<file path="src/logic/roa_pkg.sv">
// package: constants and carrier types for the remote output assignment block
package roa_pkg;

  // ==========================================================================
  // sizes
  localparam int NUM_SIG = 4;
  localparam int NUM_OUT = 6;
  localparam int ASSIGN_W = 3;

  // ==========================================================================
  // assignment values
  localparam logic [ASSIGN_W-1:0] ASSIGN_NONE = 3'h0;
  localparam logic [ASSIGN_W-1:0] ASSIGN_MAX = 3'h6;
  localparam logic [ASSIGN_W-1:0] ASSIGN_DEFAULT = 3'h0;
  localparam logic [31:0] ASSIGN_MAX_WORD = 32'h0000_0006;

  // ==========================================================================
  // register offsets (byte addresses, one word each)
  localparam logic [7:0] ADDR_STAGE_BASE = 8'h00;
  localparam logic [7:0] ADDR_EFF_BASE = 8'h10;
  localparam logic [7:0] ADDR_GP_OUT = 8'h20;
  localparam logic [7:0] ADDR_SINGLE = 8'h24;
  localparam logic [7:0] ADDR_CTRL = 8'h28;
  localparam logic [7:0] ADDR_OUT_LEVEL = 8'h2c;

  // ==========================================================================
  // fields and reset values
  localparam int CTRL_SAVE_BIT = 0;
  localparam int SINGLE_IDX_LSB = 0;
  localparam int SINGLE_VAL_BIT = 4;
  localparam logic [NUM_OUT-1:0] GP_RESET = 6'h00;
  localparam logic [31:0] RDATA_IDLE = 32'h0000_0000;

  // ==========================================================================
  // carrier types
  typedef logic [ASSIGN_W-1:0] roa_assign_type;
  typedef roa_assign_type [NUM_SIG-1:0] roa_assign_vec_type;

  typedef struct packed {
    logic seq_running;
    logic pause_state;
    logic brake_release;
    logic position_ready;
  } roa_status_type;

  typedef struct packed {
    logic wr;
    logic rd;
    logic [7:0] addr;
    logic [31:0] wdata;
  } roa_bus_req_type;

  typedef struct packed {
    logic [NUM_SIG-1:0] saved;
    roa_assign_vec_type value;
  } roa_nv_load_type;

  typedef struct packed {
    logic save;
    roa_assign_vec_type value;
  } roa_nv_save_type;

endpackage

</file>
<file path="src/logic/roa_assign_slot.sv">
// one assignment setting: staged value and value in effect
`timescale 1ns/100ps
`default_nettype none

module roa_assign_slot (
  // clock and reset
  input wire logic clk_sys,
  input wire logic nrst,
  // power-up load
  input wire logic load,
  input wire logic load_saved,
  input wire roa_pkg::roa_assign_type load_value,
  // register write
  input wire logic wr,
  input wire logic [31:0] wdata,
  // values
  output roa_pkg::roa_assign_type staged,
  output roa_pkg::roa_assign_type effective
);

  typedef struct packed {
    roa_pkg::roa_assign_type staged;
    roa_pkg::roa_assign_type effective;
  } roa_slot_state_type;

  roa_slot_state_type st_q;
  roa_slot_state_type st_d;
  roa_pkg::roa_assign_type boot_value;

  // ==========================================================================
  // next state
  always_comb begin
    st_d = st_q;
    boot_value = load_saved ? load_value : roa_pkg::ASSIGN_DEFAULT;
    if (load) begin
      // unsaved staging is dropped, both copies come from the store, or the default if nothing was saved
      st_d.staged = boot_value;
      st_d.effective = boot_value;
    end else if (wr && wdata <= roa_pkg::ASSIGN_MAX_WORD) begin
      st_d.staged = wdata[roa_pkg::ASSIGN_W-1:0];
    end
  end

  always_ff @(posedge clk_sys) begin
    if (!nrst) begin
      st_q <= '{staged: roa_pkg::ASSIGN_DEFAULT, effective: roa_pkg::ASSIGN_DEFAULT};
    end else begin
      st_q <= st_d;
    end
  end

  assign staged = st_q.staged;
  assign effective = st_q.effective;

  // ==========================================================================
  // checks
  property p_reject_range;
    @(posedge clk_sys) disable iff (!nrst)
    (wr && !load && wdata > roa_pkg::ASSIGN_MAX_WORD) |=> (staged == $past(staged));
  endproperty
  a_reject_range: assert property (p_reject_range) else $error("out of range value was staged");

  property p_accept_range;
    @(posedge clk_sys) disable iff (!nrst)
    (wr && !load && wdata <= roa_pkg::ASSIGN_MAX_WORD) |=> (staged == $past(wdata[2:0]));
  endproperty
  a_accept_range: assert property (p_accept_range) else $error("legal value was not staged");

  property p_stage_not_live;
    @(posedge clk_sys) disable iff (!nrst)
    (wr && !load) |=> (effective == $past(effective));
  endproperty
  a_stage_not_live: assert property (p_stage_not_live) else $error("write changed value in effect");

endmodule // roa_assign_slot

`default_nettype wire

</file>
<file path="src/logic/roa_remote_out.sv">
// top: routes four status signals onto six remote outputs
`timescale 1ns/100ps
`default_nettype none

module roa_remote_out (
  // clock and reset
  input wire logic clk_sys,
  input wire logic nrst,
  // register port
  input wire roa_pkg::roa_bus_req_type bus,
  output logic [31:0] rdata,
  // status signals from the controller
  input wire roa_pkg::roa_status_type status,
  // nonvolatile store
  input wire roa_pkg::roa_nv_load_type nv_load,
  output roa_pkg::roa_nv_save_type nv_save,
  // remote outputs
  output logic [roa_pkg::NUM_OUT-1:0] remote_out
);

  typedef struct packed {
    logic loaded;
    logic [roa_pkg::NUM_OUT-1:0] gp;
    logic [roa_pkg::NUM_OUT-1:0] out;
    logic [31:0] rdata;
    roa_pkg::roa_nv_save_type save;
  } roa_top_state_type;

  roa_top_state_type st_q;
  roa_top_state_type st_d;
  roa_pkg::roa_assign_vec_type staged;
  roa_pkg::roa_assign_vec_type eff;
  logic [roa_pkg::NUM_SIG-1:0] stage_wr;
  logic [roa_pkg::NUM_SIG-1:0] sig_vec;
  logic [roa_pkg::NUM_OUT-1:0] assigned_mask;
  logic [roa_pkg::NUM_OUT-1:0] route_lvl;
  logic load;

  assign load = !st_q.loaded;
  assign sig_vec = status;

  // ==========================================================================
  // assignment settings, one per routable signal
  for (genvar s = 0; s < roa_pkg::NUM_SIG; s++) begin : g_slot
    assign stage_wr[s] = bus.wr && bus.addr == roa_pkg::ADDR_STAGE_BASE + 8'(4 * s);
    roa_assign_slot u_slot (
      .clk_sys(clk_sys),
      .nrst(nrst),
      .load(load),
      .load_saved(nv_load.saved[s]),
      .load_value(nv_load.value[s]),
      .wr(stage_wr[s]),
      .wdata(bus.wdata),
      .staged(staged[s]),
      .effective(eff[s])
    );
  end

  // ==========================================================================
  // routing map from the values in effect
  always_comb begin
    assigned_mask = '0;
    route_lvl = '0;
    for (int s = 0; s < roa_pkg::NUM_SIG; s++) begin
      // value 0 routes nowhere; several signals on one output are or-ed
      if (eff[s] != roa_pkg::ASSIGN_NONE && eff[s] <= roa_pkg::ASSIGN_MAX) begin
        assigned_mask[eff[s] - 3'h1] = 1'b1;
        route_lvl[eff[s] - 3'h1] = route_lvl[eff[s] - 3'h1] | sig_vec[s];
      end
    end
  end

  // ==========================================================================
  // next state: general outputs, read port, save request
  always_comb begin
    st_d = st_q;
    st_d.loaded = 1'b1;
    st_d.save.save = 1'b0;
    st_d.rdata = roa_pkg::RDATA_IDLE;
    if (bus.wr && bus.addr == roa_pkg::ADDR_GP_OUT) begin
      // masked bits keep their old level; a signal is only unassigned at a reset, which clears that level
      st_d.gp = (st_q.gp & assigned_mask) | (bus.wdata[roa_pkg::NUM_OUT-1:0] & ~assigned_mask);
    end
    if (bus.wr && bus.addr == roa_pkg::ADDR_SINGLE) begin
      for (int k = 0; k < roa_pkg::NUM_OUT; k++) begin
        // output numbers start at 1, anything else is ignored
        if (bus.wdata[roa_pkg::SINGLE_IDX_LSB +: 3] == 3'(k + 1) && !assigned_mask[k]) begin
          st_d.gp[k] = bus.wdata[roa_pkg::SINGLE_VAL_BIT];
        end
      end
    end
    if (bus.wr && bus.addr == roa_pkg::ADDR_CTRL && bus.wdata[roa_pkg::CTRL_SAVE_BIT]) begin
      st_d.save.save = 1'b1;
      st_d.save.value = staged;
    end
    st_d.out = (st_d.gp & ~assigned_mask) | (route_lvl & assigned_mask);
    if (bus.rd) begin
      unique case (bus.addr)
        roa_pkg::ADDR_STAGE_BASE: st_d.rdata = 32'(staged[0]);
        roa_pkg::ADDR_STAGE_BASE + 8'h04: st_d.rdata = 32'(staged[1]);
        roa_pkg::ADDR_STAGE_BASE + 8'h08: st_d.rdata = 32'(staged[2]);
        roa_pkg::ADDR_STAGE_BASE + 8'h0c: st_d.rdata = 32'(staged[3]);
        roa_pkg::ADDR_EFF_BASE: st_d.rdata = 32'(eff[0]);
        roa_pkg::ADDR_EFF_BASE + 8'h04: st_d.rdata = 32'(eff[1]);
        roa_pkg::ADDR_EFF_BASE + 8'h08: st_d.rdata = 32'(eff[2]);
        roa_pkg::ADDR_EFF_BASE + 8'h0c: st_d.rdata = 32'(eff[3]);
        roa_pkg::ADDR_GP_OUT: st_d.rdata = 32'(st_q.gp);
        roa_pkg::ADDR_OUT_LEVEL: st_d.rdata = 32'(st_q.out);
        default: st_d.rdata = roa_pkg::RDATA_IDLE;
      endcase
    end
  end

  always_ff @(posedge clk_sys) begin
    if (!nrst) begin
      st_q.loaded <= 1'b0;
      st_q.gp <= roa_pkg::GP_RESET;
      st_q.out <= roa_pkg::GP_RESET;
      st_q.rdata <= roa_pkg::RDATA_IDLE;
      st_q.save <= '0;
    end else begin
      st_q <= st_d;
    end
  end

  assign rdata = st_q.rdata;
  assign nv_save = st_q.save;
  assign remote_out = st_q.out;

  // ==========================================================================
  // checks
  property p_gp_start;
    @(posedge clk_sys) disable iff (!nrst)
    $rose(nrst) |-> (st_q.gp == 6'h00 && remote_out == 6'h00);
  endproperty
  a_gp_start: assert property (p_gp_start) else $error("outputs active after startup");

  property p_gp_ignore;
    @(posedge clk_sys) disable iff (!nrst)
    (bus.wr && (bus.addr == roa_pkg::ADDR_GP_OUT || bus.addr == roa_pkg::ADDR_SINGLE))
      |=> (((st_q.gp ^ $past(st_q.gp)) & $past(assigned_mask)) == 6'h00);
  endproperty
  a_gp_ignore: assert property (p_gp_ignore) else $error("write reached an assigned output");

  property p_load_saved;
    @(posedge clk_sys) disable iff (!nrst)
    (load && nv_load.saved[0]) |=> (eff[0] == $past(nv_load.value[0]) && staged[0] == eff[0]);
  endproperty
  a_load_saved: assert property (p_load_saved) else $error("saved value not restored");

  property p_load_default;
    @(posedge clk_sys) disable iff (!nrst)
    (load && !nv_load.saved[3]) |=> (eff[3] == 3'h0);
  endproperty
  a_load_default: assert property (p_load_default) else $error("unsaved setting not cleared");

  property p_eff_frozen;
    @(posedge clk_sys) disable iff (!nrst)
    st_q.loaded |=> $stable(eff);
  endproperty
  a_eff_frozen: assert property (p_eff_frozen) else $error("value in effect changed without reset");

  property p_save_pulse;
    @(posedge clk_sys) disable iff (!nrst)
    (bus.wr && bus.addr == roa_pkg::ADDR_CTRL && bus.wdata[0])
      |=> (nv_save.save && nv_save.value == $past(staged)) ##1 !nv_save.save;
  endproperty
  a_save_pulse: assert property (p_save_pulse) else $error("save request not issued");

  property p_route_brake;
    @(posedge clk_sys) disable iff (!nrst)
    (eff[1] == 3'h2 && status.brake_release) |=> remote_out[1];
  endproperty
  a_route_brake: assert property (p_route_brake) else $error("brake release not routed");

  property p_unassigned_gp;
    @(posedge clk_sys) disable iff (!nrst)
    (bus.wr && bus.addr == roa_pkg::ADDR_SINGLE && bus.wdata[2:0] == 3'h6 && !assigned_mask[5])
      |=> (remote_out[5] == $past(bus.wdata[roa_pkg::SINGLE_VAL_BIT]));
  endproperty
  a_unassigned_gp: assert property (p_unassigned_gp) else $error("free output does not follow its write");

  property p_zero_unrouted;
    @(posedge clk_sys) disable iff (!nrst)
    (eff == '0) |-> (assigned_mask == 6'h00);
  endproperty
  a_zero_unrouted: assert property (p_zero_unrouted) else $error("zero setting routed a signal");

  // no disable here: the reset values themselves are what is checked
  property p_reset_quiet;
    @(posedge clk_sys)
    !nrst |=> (remote_out == roa_pkg::GP_RESET && rdata == roa_pkg::RDATA_IDLE && !nv_save.save);
  endproperty
  a_reset_quiet: assert property (p_reset_quiet) else $error("outputs not quiet after reset");

  property p_route_position;
    @(posedge clk_sys) disable iff (!nrst)
    (eff[0] == 3'h1 && status.position_ready) |=> remote_out[0];
  endproperty
  a_route_position: assert property (p_route_position) else $error("position ready not routed");

  // the store is read once per reset, later store changes must not leak in
  property p_load_once;
    @(posedge clk_sys) disable iff (!nrst)
    load |=> !load;
  endproperty
  a_load_once: assert property (p_load_once) else $error("settings loaded more than once");

  property p_save_quiet;
    @(posedge clk_sys) disable iff (!nrst)
    !(bus.wr && bus.addr == roa_pkg::ADDR_CTRL && bus.wdata[roa_pkg::CTRL_SAVE_BIT]) |=> !nv_save.save;
  endproperty
  a_save_quiet: assert property (p_save_quiet) else $error("save request without command");

endmodule // roa_remote_out

`default_nettype wire

</file>
<file path="config.mk">
export PLATFORM = sky130hd
export DESIGN_NAME = roa_remote_out
export DESIGN_NICKNAME = d
export VERILOG_FILES = /design/src/logic/roa_pkg.sv /design/src/logic/roa_assign_slot.sv /design/src/logic/roa_remote_out.sv
export SDC_FILE = /design/constraint.sdc
export NUM_CORES = 1
export LEC_CHECK = 0
export BUFFER_PORTS_ARGS = -buffer_cell sky130_fd_sc_hd__buf_2
export CELL_PAD_IN_SITES_DETAIL_PLACEMENT = 0
export CELL_PAD_IN_SITES_GLOBAL_PLACEMENT = 1
export CORE_MARGIN = 2
export CORE_UTILIZATION = 41
export DETAILED_ROUTE_END_ITERATION = 8
export GPL_ROUTABILITY_DRIVEN = 0
export HOLD_SLACK_MARGIN = 0.06
export PLACE_DENSITY_LB_ADDON = 0.1
export SYNTH_ARGS = -nofsm -noshare
export SYNTH_HDL_FRONTEND = slang
export SYNTH_HIERARCHICAL = 1
export SYNTH_SLANG_ARGS = --single-unit
</file>
<file path="constraint.sdc">
create_clock -name clk_sys -period 4.4 [get_ports clk_sys]
set_input_delay 0 -clock clk_sys [delete_from_list [all_inputs] [get_ports clk_sys]]
set_output_delay 0 -clock clk_sys [all_outputs]
set_load 0.005 [all_outputs]
</file>
[After elaboration in Yosys (flattened, before gate mapping)]
Memory sizes are Yosys's and may differ from the RTL's.
Index checks and enable logic that the tools add are counted.
Word-level totals
  flip-flop bits (word level): 82
  memories kept: 1
  word-level logic and storage cells: 159
  input port bits: 64
  bits in read-only memories: 8
  output and inout bits: 51
Cells by class
  bitwise gates (word level): 15
  magnitude comparators: 13
  reductions and logical operators: 38
  equal/unequal tests: 21
  multiplexer cells: 50
  add/sub/neg operators: 4
Memories
  (name not given): words 8, width 1, read ports 1, clocked after Yosys merged registers in 0, wr ports 0, RTL line roa_remote_out.sv:68  | route_lvl[eff[s] - 3'h1] = route_lvl[eff[s] - 3'h1] | sig_vec[s];
Operators by type and width (number)
  $mux W6: 11
  $pmux W6 S10: 1
  $mux W58: 1
  $mux W3: 12
  $eq A8 B5 Y1 const B: 4
  $eq A8 B6 Y1 const B: 4
  $le A32 B3 Y1 const B: 1
  $and A6 B6 Y6: 5
  $or A6 B6 Y6: 5
  $logic_and A1 B1 Y1: 26
  $bwmux W6: 3
  $eq A8 B4 Y1 const B: 2
  $lt A3 B4 Y1 const B: 4
  $mux W1: 14
  $mux W13: 1
  $demux W1 S3: 4
  $ge A3 B1 Y1 const B: 4
  $le A3 B3 Y1 const B: 4
  $reduce_bool A3 Y1: 4
  $sub A3 B1 Y3 const B: 4
  $bmux W1 S3: 3
  $eq A3 B3 Y1 const B: 3
  $eq A8 B3 Y1 const B: 1
  $logic_not A8 Y1: 1
  other kinds (7): 19

[Depth between registers and ports, before layout]
  depth after elaboration: 25
  mapped depth: 10
  depth with buffers taken out: 9

[Modules after synthesis]
Netlist, hierarchy kept.
By module, submodules not included
  roa_remote_out: instances 1, seq. area each 640.6 um^2, area an instance 3065.4 um^2, cells each 404
  roa_assign_slot: instances 4, seq. area each 120.1 um^2, area an instance 340.3 um^2, cells each 38

[Worst setup path after synthesis]
OpenSTA, ideal clock, no wires.
  path kind: register to register
  start: reg g_slot[1].u_slot.st_q, in the netlist g_slot[1].u_slot/effective[0]
  end: reg st_q, in the netlist remote_out[3]
  stages on the path, launching flop included: 10
  library setup time: 0.079 ns
  clock period less this slack: 2.441 ns
  data required time: 4.321 ns
  arrival time: 2.362 ns
  buffers on the path: 0
  setup slack: 1.959 ns
  cell sequence: dfxtp_1 inv_1 ha_1 xor2_1 or3_1 a2111oi_0 a211oi_1 o31ai_1 a221oi_1 o211ai_1
On the way
  longest elaborated chain between the ends: 19
  elaborated cells on any way between the ends: 42
Ends and longest elaborated chain
  start, declared: RTL line roa_assign_slot.sv:26  | roa_slot_state_type st_q;
  start signal, assigned: RTL line roa_assign_slot.sv:46  | st_q <= '{staged: roa_pkg::ASSIGN_DEFAULT, effective: roa_pkg::ASSIGN_DEFAULT};
  start signal, assigned: RTL line roa_assign_slot.sv:48  | st_q <= st_d;
  $sub A3 B1 Y3: RTL line roa_remote_out.sv:67, roa_remote_out.sv:68
  $lt A3 B4 Y1 (not written as such) or $ge A3 B1 Y1 (tied branches): RTL line roa_remote_out.sv:67, roa_remote_out.sv:68
  $logic_and A1 B1 Y1 (not written as such): RTL line roa_remote_out.sv:67, roa_remote_out.sv:68
  $mux W1 (not written as such): RTL line roa_remote_out.sv:67, roa_remote_out.sv:68
  $demux W1 S3: RTL line roa_remote_out.sv:67, roa_remote_out.sv:68
  $bwmux W6 or $or A6 B6 Y6 (tied branches)
  $mux W6: RTL line roa_remote_out.sv:66  | if (eff[s] != roa_pkg::ASSIGN_NONE && eff[s] <= roa_pkg::ASSIGN_MAX) begin
  $bmux W1 S3 or $or A6 B6 Y6 (tied branches)
  [... 3 more ...]
  $mux W6 or $not A6 Y6 (tied branches): RTL line roa_remote_out.sv:66, roa_remote_out.sv:82, roa_remote_out.sv:96
  $bmux W1 S3 or $and A6 B6 Y6 (tied branches): RTL line roa_remote_out.sv:68, roa_remote_out.sv:82
  $mux W1 (not written as such) or $or A6 B6 Y6 (tied branches): RTL line roa_remote_out.sv:68, roa_remote_out.sv:82
  $or A1 B1 Y1 or $mux W6 (tied branches): RTL line roa_remote_out.sv:68, roa_remote_out.sv:80
  $bwmux W6 or $mux W1 (tied branches): RTL line roa_remote_out.sv:68, roa_remote_out.sv:87
  $mux W6, on equally long branches: RTL line roa_remote_out.sv:66, roa_remote_out.sv:84
  $and A6 B6 Y6: RTL line roa_remote_out.sv:96  | st_d.out = (st_d.gp & ~assigned_mask) | (route_lvl & assigned_mask);
  $or A6 B6 Y6 (*): RTL line roa_remote_out.sv:96
  end signal, assigned: RTL line roa_remote_out.sv:122  | st_q <= st_d;
  end, declared: RTL line roa_remote_out.sv:29  | roa_top_state_type st_q;
Mark *: on every way between the ends. The rest lies on a longest branch, timed or not. The select of a mux whose other input is x is not followed.
A chain may end at the register's enable or synchronous reset.

[Final worst setup path]
  start: reg g_slot[0].u_slot.st_q, in the netlist g_slot[0].u_slot/effective[0]
  end: reg st_q, in the netlist remote_out[3]
On the way
  longest elaborated chain between the ends: 24
  elaborated cells on any way between the ends: 48
Ends and longest elaborated chain (RTL line)
  start, declared: roa_assign_slot.sv:26
  start signal, assigned: roa_assign_slot.sv:46
  start signal, assigned: roa_assign_slot.sv:48
  $sub A3 B1 Y3: roa_remote_out.sv:67, roa_remote_out.sv:68
  $lt A3 B4 Y1 (not written as such) or $ge A3 B1 Y1 (tied branches): roa_remote_out.sv:67, roa_remote_out.sv:68
  $logic_and A1 B1 Y1 (not written as such): roa_remote_out.sv:67, roa_remote_out.sv:68
  $mux W1 (not written as such): roa_remote_out.sv:67, roa_remote_out.sv:68
  $demux W1 S3: roa_remote_out.sv:67, roa_remote_out.sv:68
  $and A6 B6 Y6 (no line)
  $mux W6: roa_remote_out.sv:66
  $bmux W1 S3: roa_remote_out.sv:68
  [... 8 more ...]
  $mux W6: roa_remote_out.sv:66
  $bmux W1 S3: roa_remote_out.sv:68
  $mux W1 (not written as such): roa_remote_out.sv:68
  $or A1 B1 Y1: roa_remote_out.sv:68
  $bwmux W6: roa_remote_out.sv:68
  $mux W6: roa_remote_out.sv:66
  $and A6 B6 Y6: roa_remote_out.sv:96
  $or A6 B6 Y6 (*): roa_remote_out.sv:96
Marked as above.

==> results.txt <==
The run finished with clean final reports. The path category of the worst min-delay check is primary input to flop. The number of clock sinks is 56. The total routed wirelength is 13.45 mm.

The power per cell area came out at ~220 nW/um2. The number of max-capacitance violations reported came out at 0. The worst setup path is launched from a flop. The data required time at the worst endpoint is approximately 4600 ps.

The final critical path takes up between 60% and 70% of the cycle. The top-level port count is 115. Setup repair after global routing left no endpoint under its margin.

After synthesis, flip-flops and latches occupy between 20% and 30% of the total area. The final instance count without filler cells is about 780. In the final design database the tool counted 714 nets. The antenna diode count is 0. The total routing resource utilization after global routing came out at a little under a quarter. The number of H-tree levels came out at 2. Traced cell by cell, the critical path runs through inv_1, ha_1, xor2_1, or3_1, a2111oi_0, a211oi_1, o31ai_1, a221oi_1, o211ai_1. Of the total power, the share spent switching nets is 30.32%.

The number of buffers on the longest clock path is 2. The number of core rows came out at 37. VDD sags by at most 0.1485 mV. The remaining antenna violation count is 0. The count of flip-flops with a built-in enable after synthesis came out at 0. The relative slew slack is roughly 36%. Counting flops with an async set or reset pin after synthesis yields a share of 0%. The number of placed instances, taps included is about 740. The largest single stage delay on the critical path is 500 ps.

The post-DP HPWL came out at 10.66 mm. The clock network is responsible for 31.4% of the overall power. The area of the core region came out at 10420 um2. The number of buffers created by CTS came out at 5. The internal power consumption is between 700 and 800 uW.

The floorplan die area is around 12000 um2. In the synthesized netlist the dominant register cell turns out to be dfxtp_1. Yosys attributes the largest share of cell area to dfxtp_1 (25%), buf_4 (9.0%), a311oi_1 (4.7%). By count the netlist is led by dfxtp_1 (56), buf_4 (53), nor2_1 (48), nand3_1 (40), nand2b_1 (31). The number of synthesized register bits is 56. The switching power total came out at ~340 uW. The worst setup path is of the flop to flop kind. Once the floorplan was initialized, standard cells occupied between 40 and 50% of the core.

The combinational share of power came out at between 20% and 30%. The vertical die dimension is approximately 110 um. The total vias in the final route is approximately 4500. Counting both buffers and inverters, the worst setup path holds a total of 1.

The number of setup violations in the final report is 0. The top-area cell type share of the netlist area is 25.33%. The highest net fanout along the worst path is 7. The first-pass detailed-route iteration total came out at 5. The clock insertion delay at the later pin of the skew report is 320 ps. The sequential fraction of design power came out at 48.0%. The number of remaining DRC errors came out at 0. The number of design-rule violations left by the first detailed-router iteration is ~430. The number of pins exceeding their max-slew limit in the final report came out at 0. The first-pass GRT wire length is a little over 20 mm.

The final global-route overflow total is 0. The biggest area contributor in the post-synthesis netlist is dfxtp_1. The fraction of layout cells with a size suffix above 1 came out at 18.47%. The pin count of the biggest net entering global routing came out at approximately 40. The worst endpoint data arrival time is 3180 ps. The area of the mapped netlist came out at approximately 4400 um2. The die outline width is 107.9 um.

The slowest stage of the critical path belongs to the cell dfxtp_1. The mean instance size in the synthesized netlist came out at 7.962 um2. At the pin with the least slew margin, the transition time is ~970 ps.

The top achievable clock speed came out at about 340 MHz. The clock edge transition at the registers on the reported setup and hold paths came out at 110 ps. The cell count after synthesis came out at between 500 and 600. The number of global-route vias before repair came out at ~4100.

The total count of hold-check failures in the final report is 0. The tree is rooted in a clkbuf_8. The number of port buffers came out at 88. The initial antenna violation count came out at 0. The minimum clock period came out at a little under 3000 ps. After routing, the total negative slack on setup checks comes to 0 ps. The most frequent cell after synthesis is dfxtp_1. In this run the static leakage power is 1.994 nW. The post-detailed-route via-to-cell ratio came out at 5.835.

The area added between synthesis and finish came out at 14.73%. The post-synthesis cell type count is 68. The average wire length per cell after detail routing came out at about 17 um.

The CTS tree is built. The total number of yosys warnings came out at 6. The kind of cell with the highest combined delay along the critical path is compound AO/OA/AOI/OAI gates. The setup skew after layout came out at around 12 ps. The worst setup path is captured at a flop.
-- power by group through the flow --
| stage | Sequential [mW] | Clock (mW) | Combinational (mW) |
|---|---|---|---|
| after floorplan | 0.541 | 0 | 0.147 |
| after global placement | 0.552 | 0 | 0.209 |
| after detailed placement | 0.552 | 0 | 0.210 |
| after CTS | 0.540 | 0.358 | 0.228 |
| after global routing | 0.543 | 0.378 | 0.256 |
| final | 0.541 | 0.353 | 0.233 |
-- metal layers --
| metal | wire [um] | part of all wire, % | track usage (%) | vias to the layer above |
|---|---|---|---|---|
| met2 | 5894 | 44 | 36.57 | 203 |
| li1 | - | - | - | 2204 |
| met1 | 6129 | 46 | 32.14 | 2092 |
| met5 | 0 | 0 | 0 | - |
| met4 | 230 | 1.7 | 5.495 | 0 |
| met3 | 1196 | 8.9 | 3.511 | 23 |
-- cells by family after synthesis --
| group | Yosys count | share of synthesized area [%] |
|---|---|---|
| adder cells (fa/ha/maj) | 12 | 3.392 |
| XOR/XNOR | 8 | 1.583 |
| multiplexers | 20 | 4.635 |
| flip-flops | 56 | 25.33 |
| AND/OR/NAND/NOR | 249 | 32.39 |
| other | 1 | 0.08471 |
| buffers and inverters | 93 | 12.55 |
| AO/OA/AOI/OAI | 117 | 20.04 |
-- worst register-to-register path, delay by kind of cell, from the launching register on --
family | cells | cell delay (ps)
DFF | 1 | 500
buffers and inverters | 1 | 180
adders and majority gates | 1 | 390
and+or+nand+nor | 1 | 370
xor gates and xnor gates | 1 | 170
AOI/OAI and AO/OA | 5 | 1250
-- area by class of cell --
type | instances | area (um2)
well taps | 136 | 170.2
clock buffers | 6 | 72.57
flip-flops and latches | 56 | 1121
clock inverters | 2 | 38.79
multi-input cells | 432 | 2844
repair buffers | 118 | 738.2
fillers | 1060 | 5338
inverters | 25 | 93.84
-- path summary, 6_finish.rpt --
check                                                           startpoint                  endpoint  slack [ps]  cells after the start
worst max-delay path            g_slot[0].u_slot/effective[0]$_SDFFE_PN0P_  remote_out[3]$_SDFF_PN0_        1460                      9
worst min-delay path                                             status[3]  remote_out[3]$_SDFF_PN0_         120                      5
worst max register to register  g_slot[0].u_slot/effective[0]$_SDFFE_PN0P_  remote_out[3]$_SDFF_PN0_        1460                      9
worst min register to register                         st_q[53]$_SDFF_PN0_       st_q[53]$_SDFF_PN0_         490                      2
-- cell usage in the layout, fill, tap and decap left out, types with 3 or more instances in the layout --
cell            n
a41oi_1         3
o22ai_1         7
nor2b_1         5
a31o_2          5
mux2i_1        16
a32oi_1         3
nand4_1         7
ha_1           12
and4_1          4
dlygate4sd3_1  29
nor2_1         48
mux2_2          4
o2111ai_1       3
a311oi_1       24
nand2_1        23
o21ai_0         7
a21oi_1        22
nor4b_1         6
nor3_4          4
a22oi_1         4
clkbuf_8        5
inv_1          25
nand3b_1        6
nand3_1        40
xor2_1          5
a2111oi_0       6
nand2b_1       31
o211ai_1        3
a211oi_1        5
dfxtp_1        56
or4_1           8
or3_1           5
and3_1          9
nor4_1         25
buf_2          88
xnor2_1         3
nor3_1         17
conb_1         26
-- repair_timing --
| item | in CTS | in global routing |
|---|---|---|
| hold endpoints to repair | 32 | 0 |
| endpoints found under the setup margin | 0 | 0 |
| resized for setup | 0 | 0 |
| buffers inserted | 0 | 0 |
| hold buffers | 29 | 0 |
-- sequential cells by signal, indices dropped and copies added (netlist names) --
signal                   count
nv_save                     13
g_slot.u_slot/effective     12
g_slot.u_slot/staged        12
st_q                         7
rdata                        6
remote_out                   6
-- per-stage QoR --
stage	instance area (um2)	total power, mW	worst slack [ps]	utilization [%]	hold WS [ps]
final	5079	1.127	1462	48.76	115.8
after floorplan	4521	0.6884	1959	-	27.72
after detailed placement	4677	0.7628	1604	44.90	311.3
after global routing	5079	1.176	1187	48.76	125.7
after CTS	5079	1.127	1560	48.76	106.2
after global placement	4677	0.7613	1589	44.90	306.0
(Power assumes the default switching activity.)
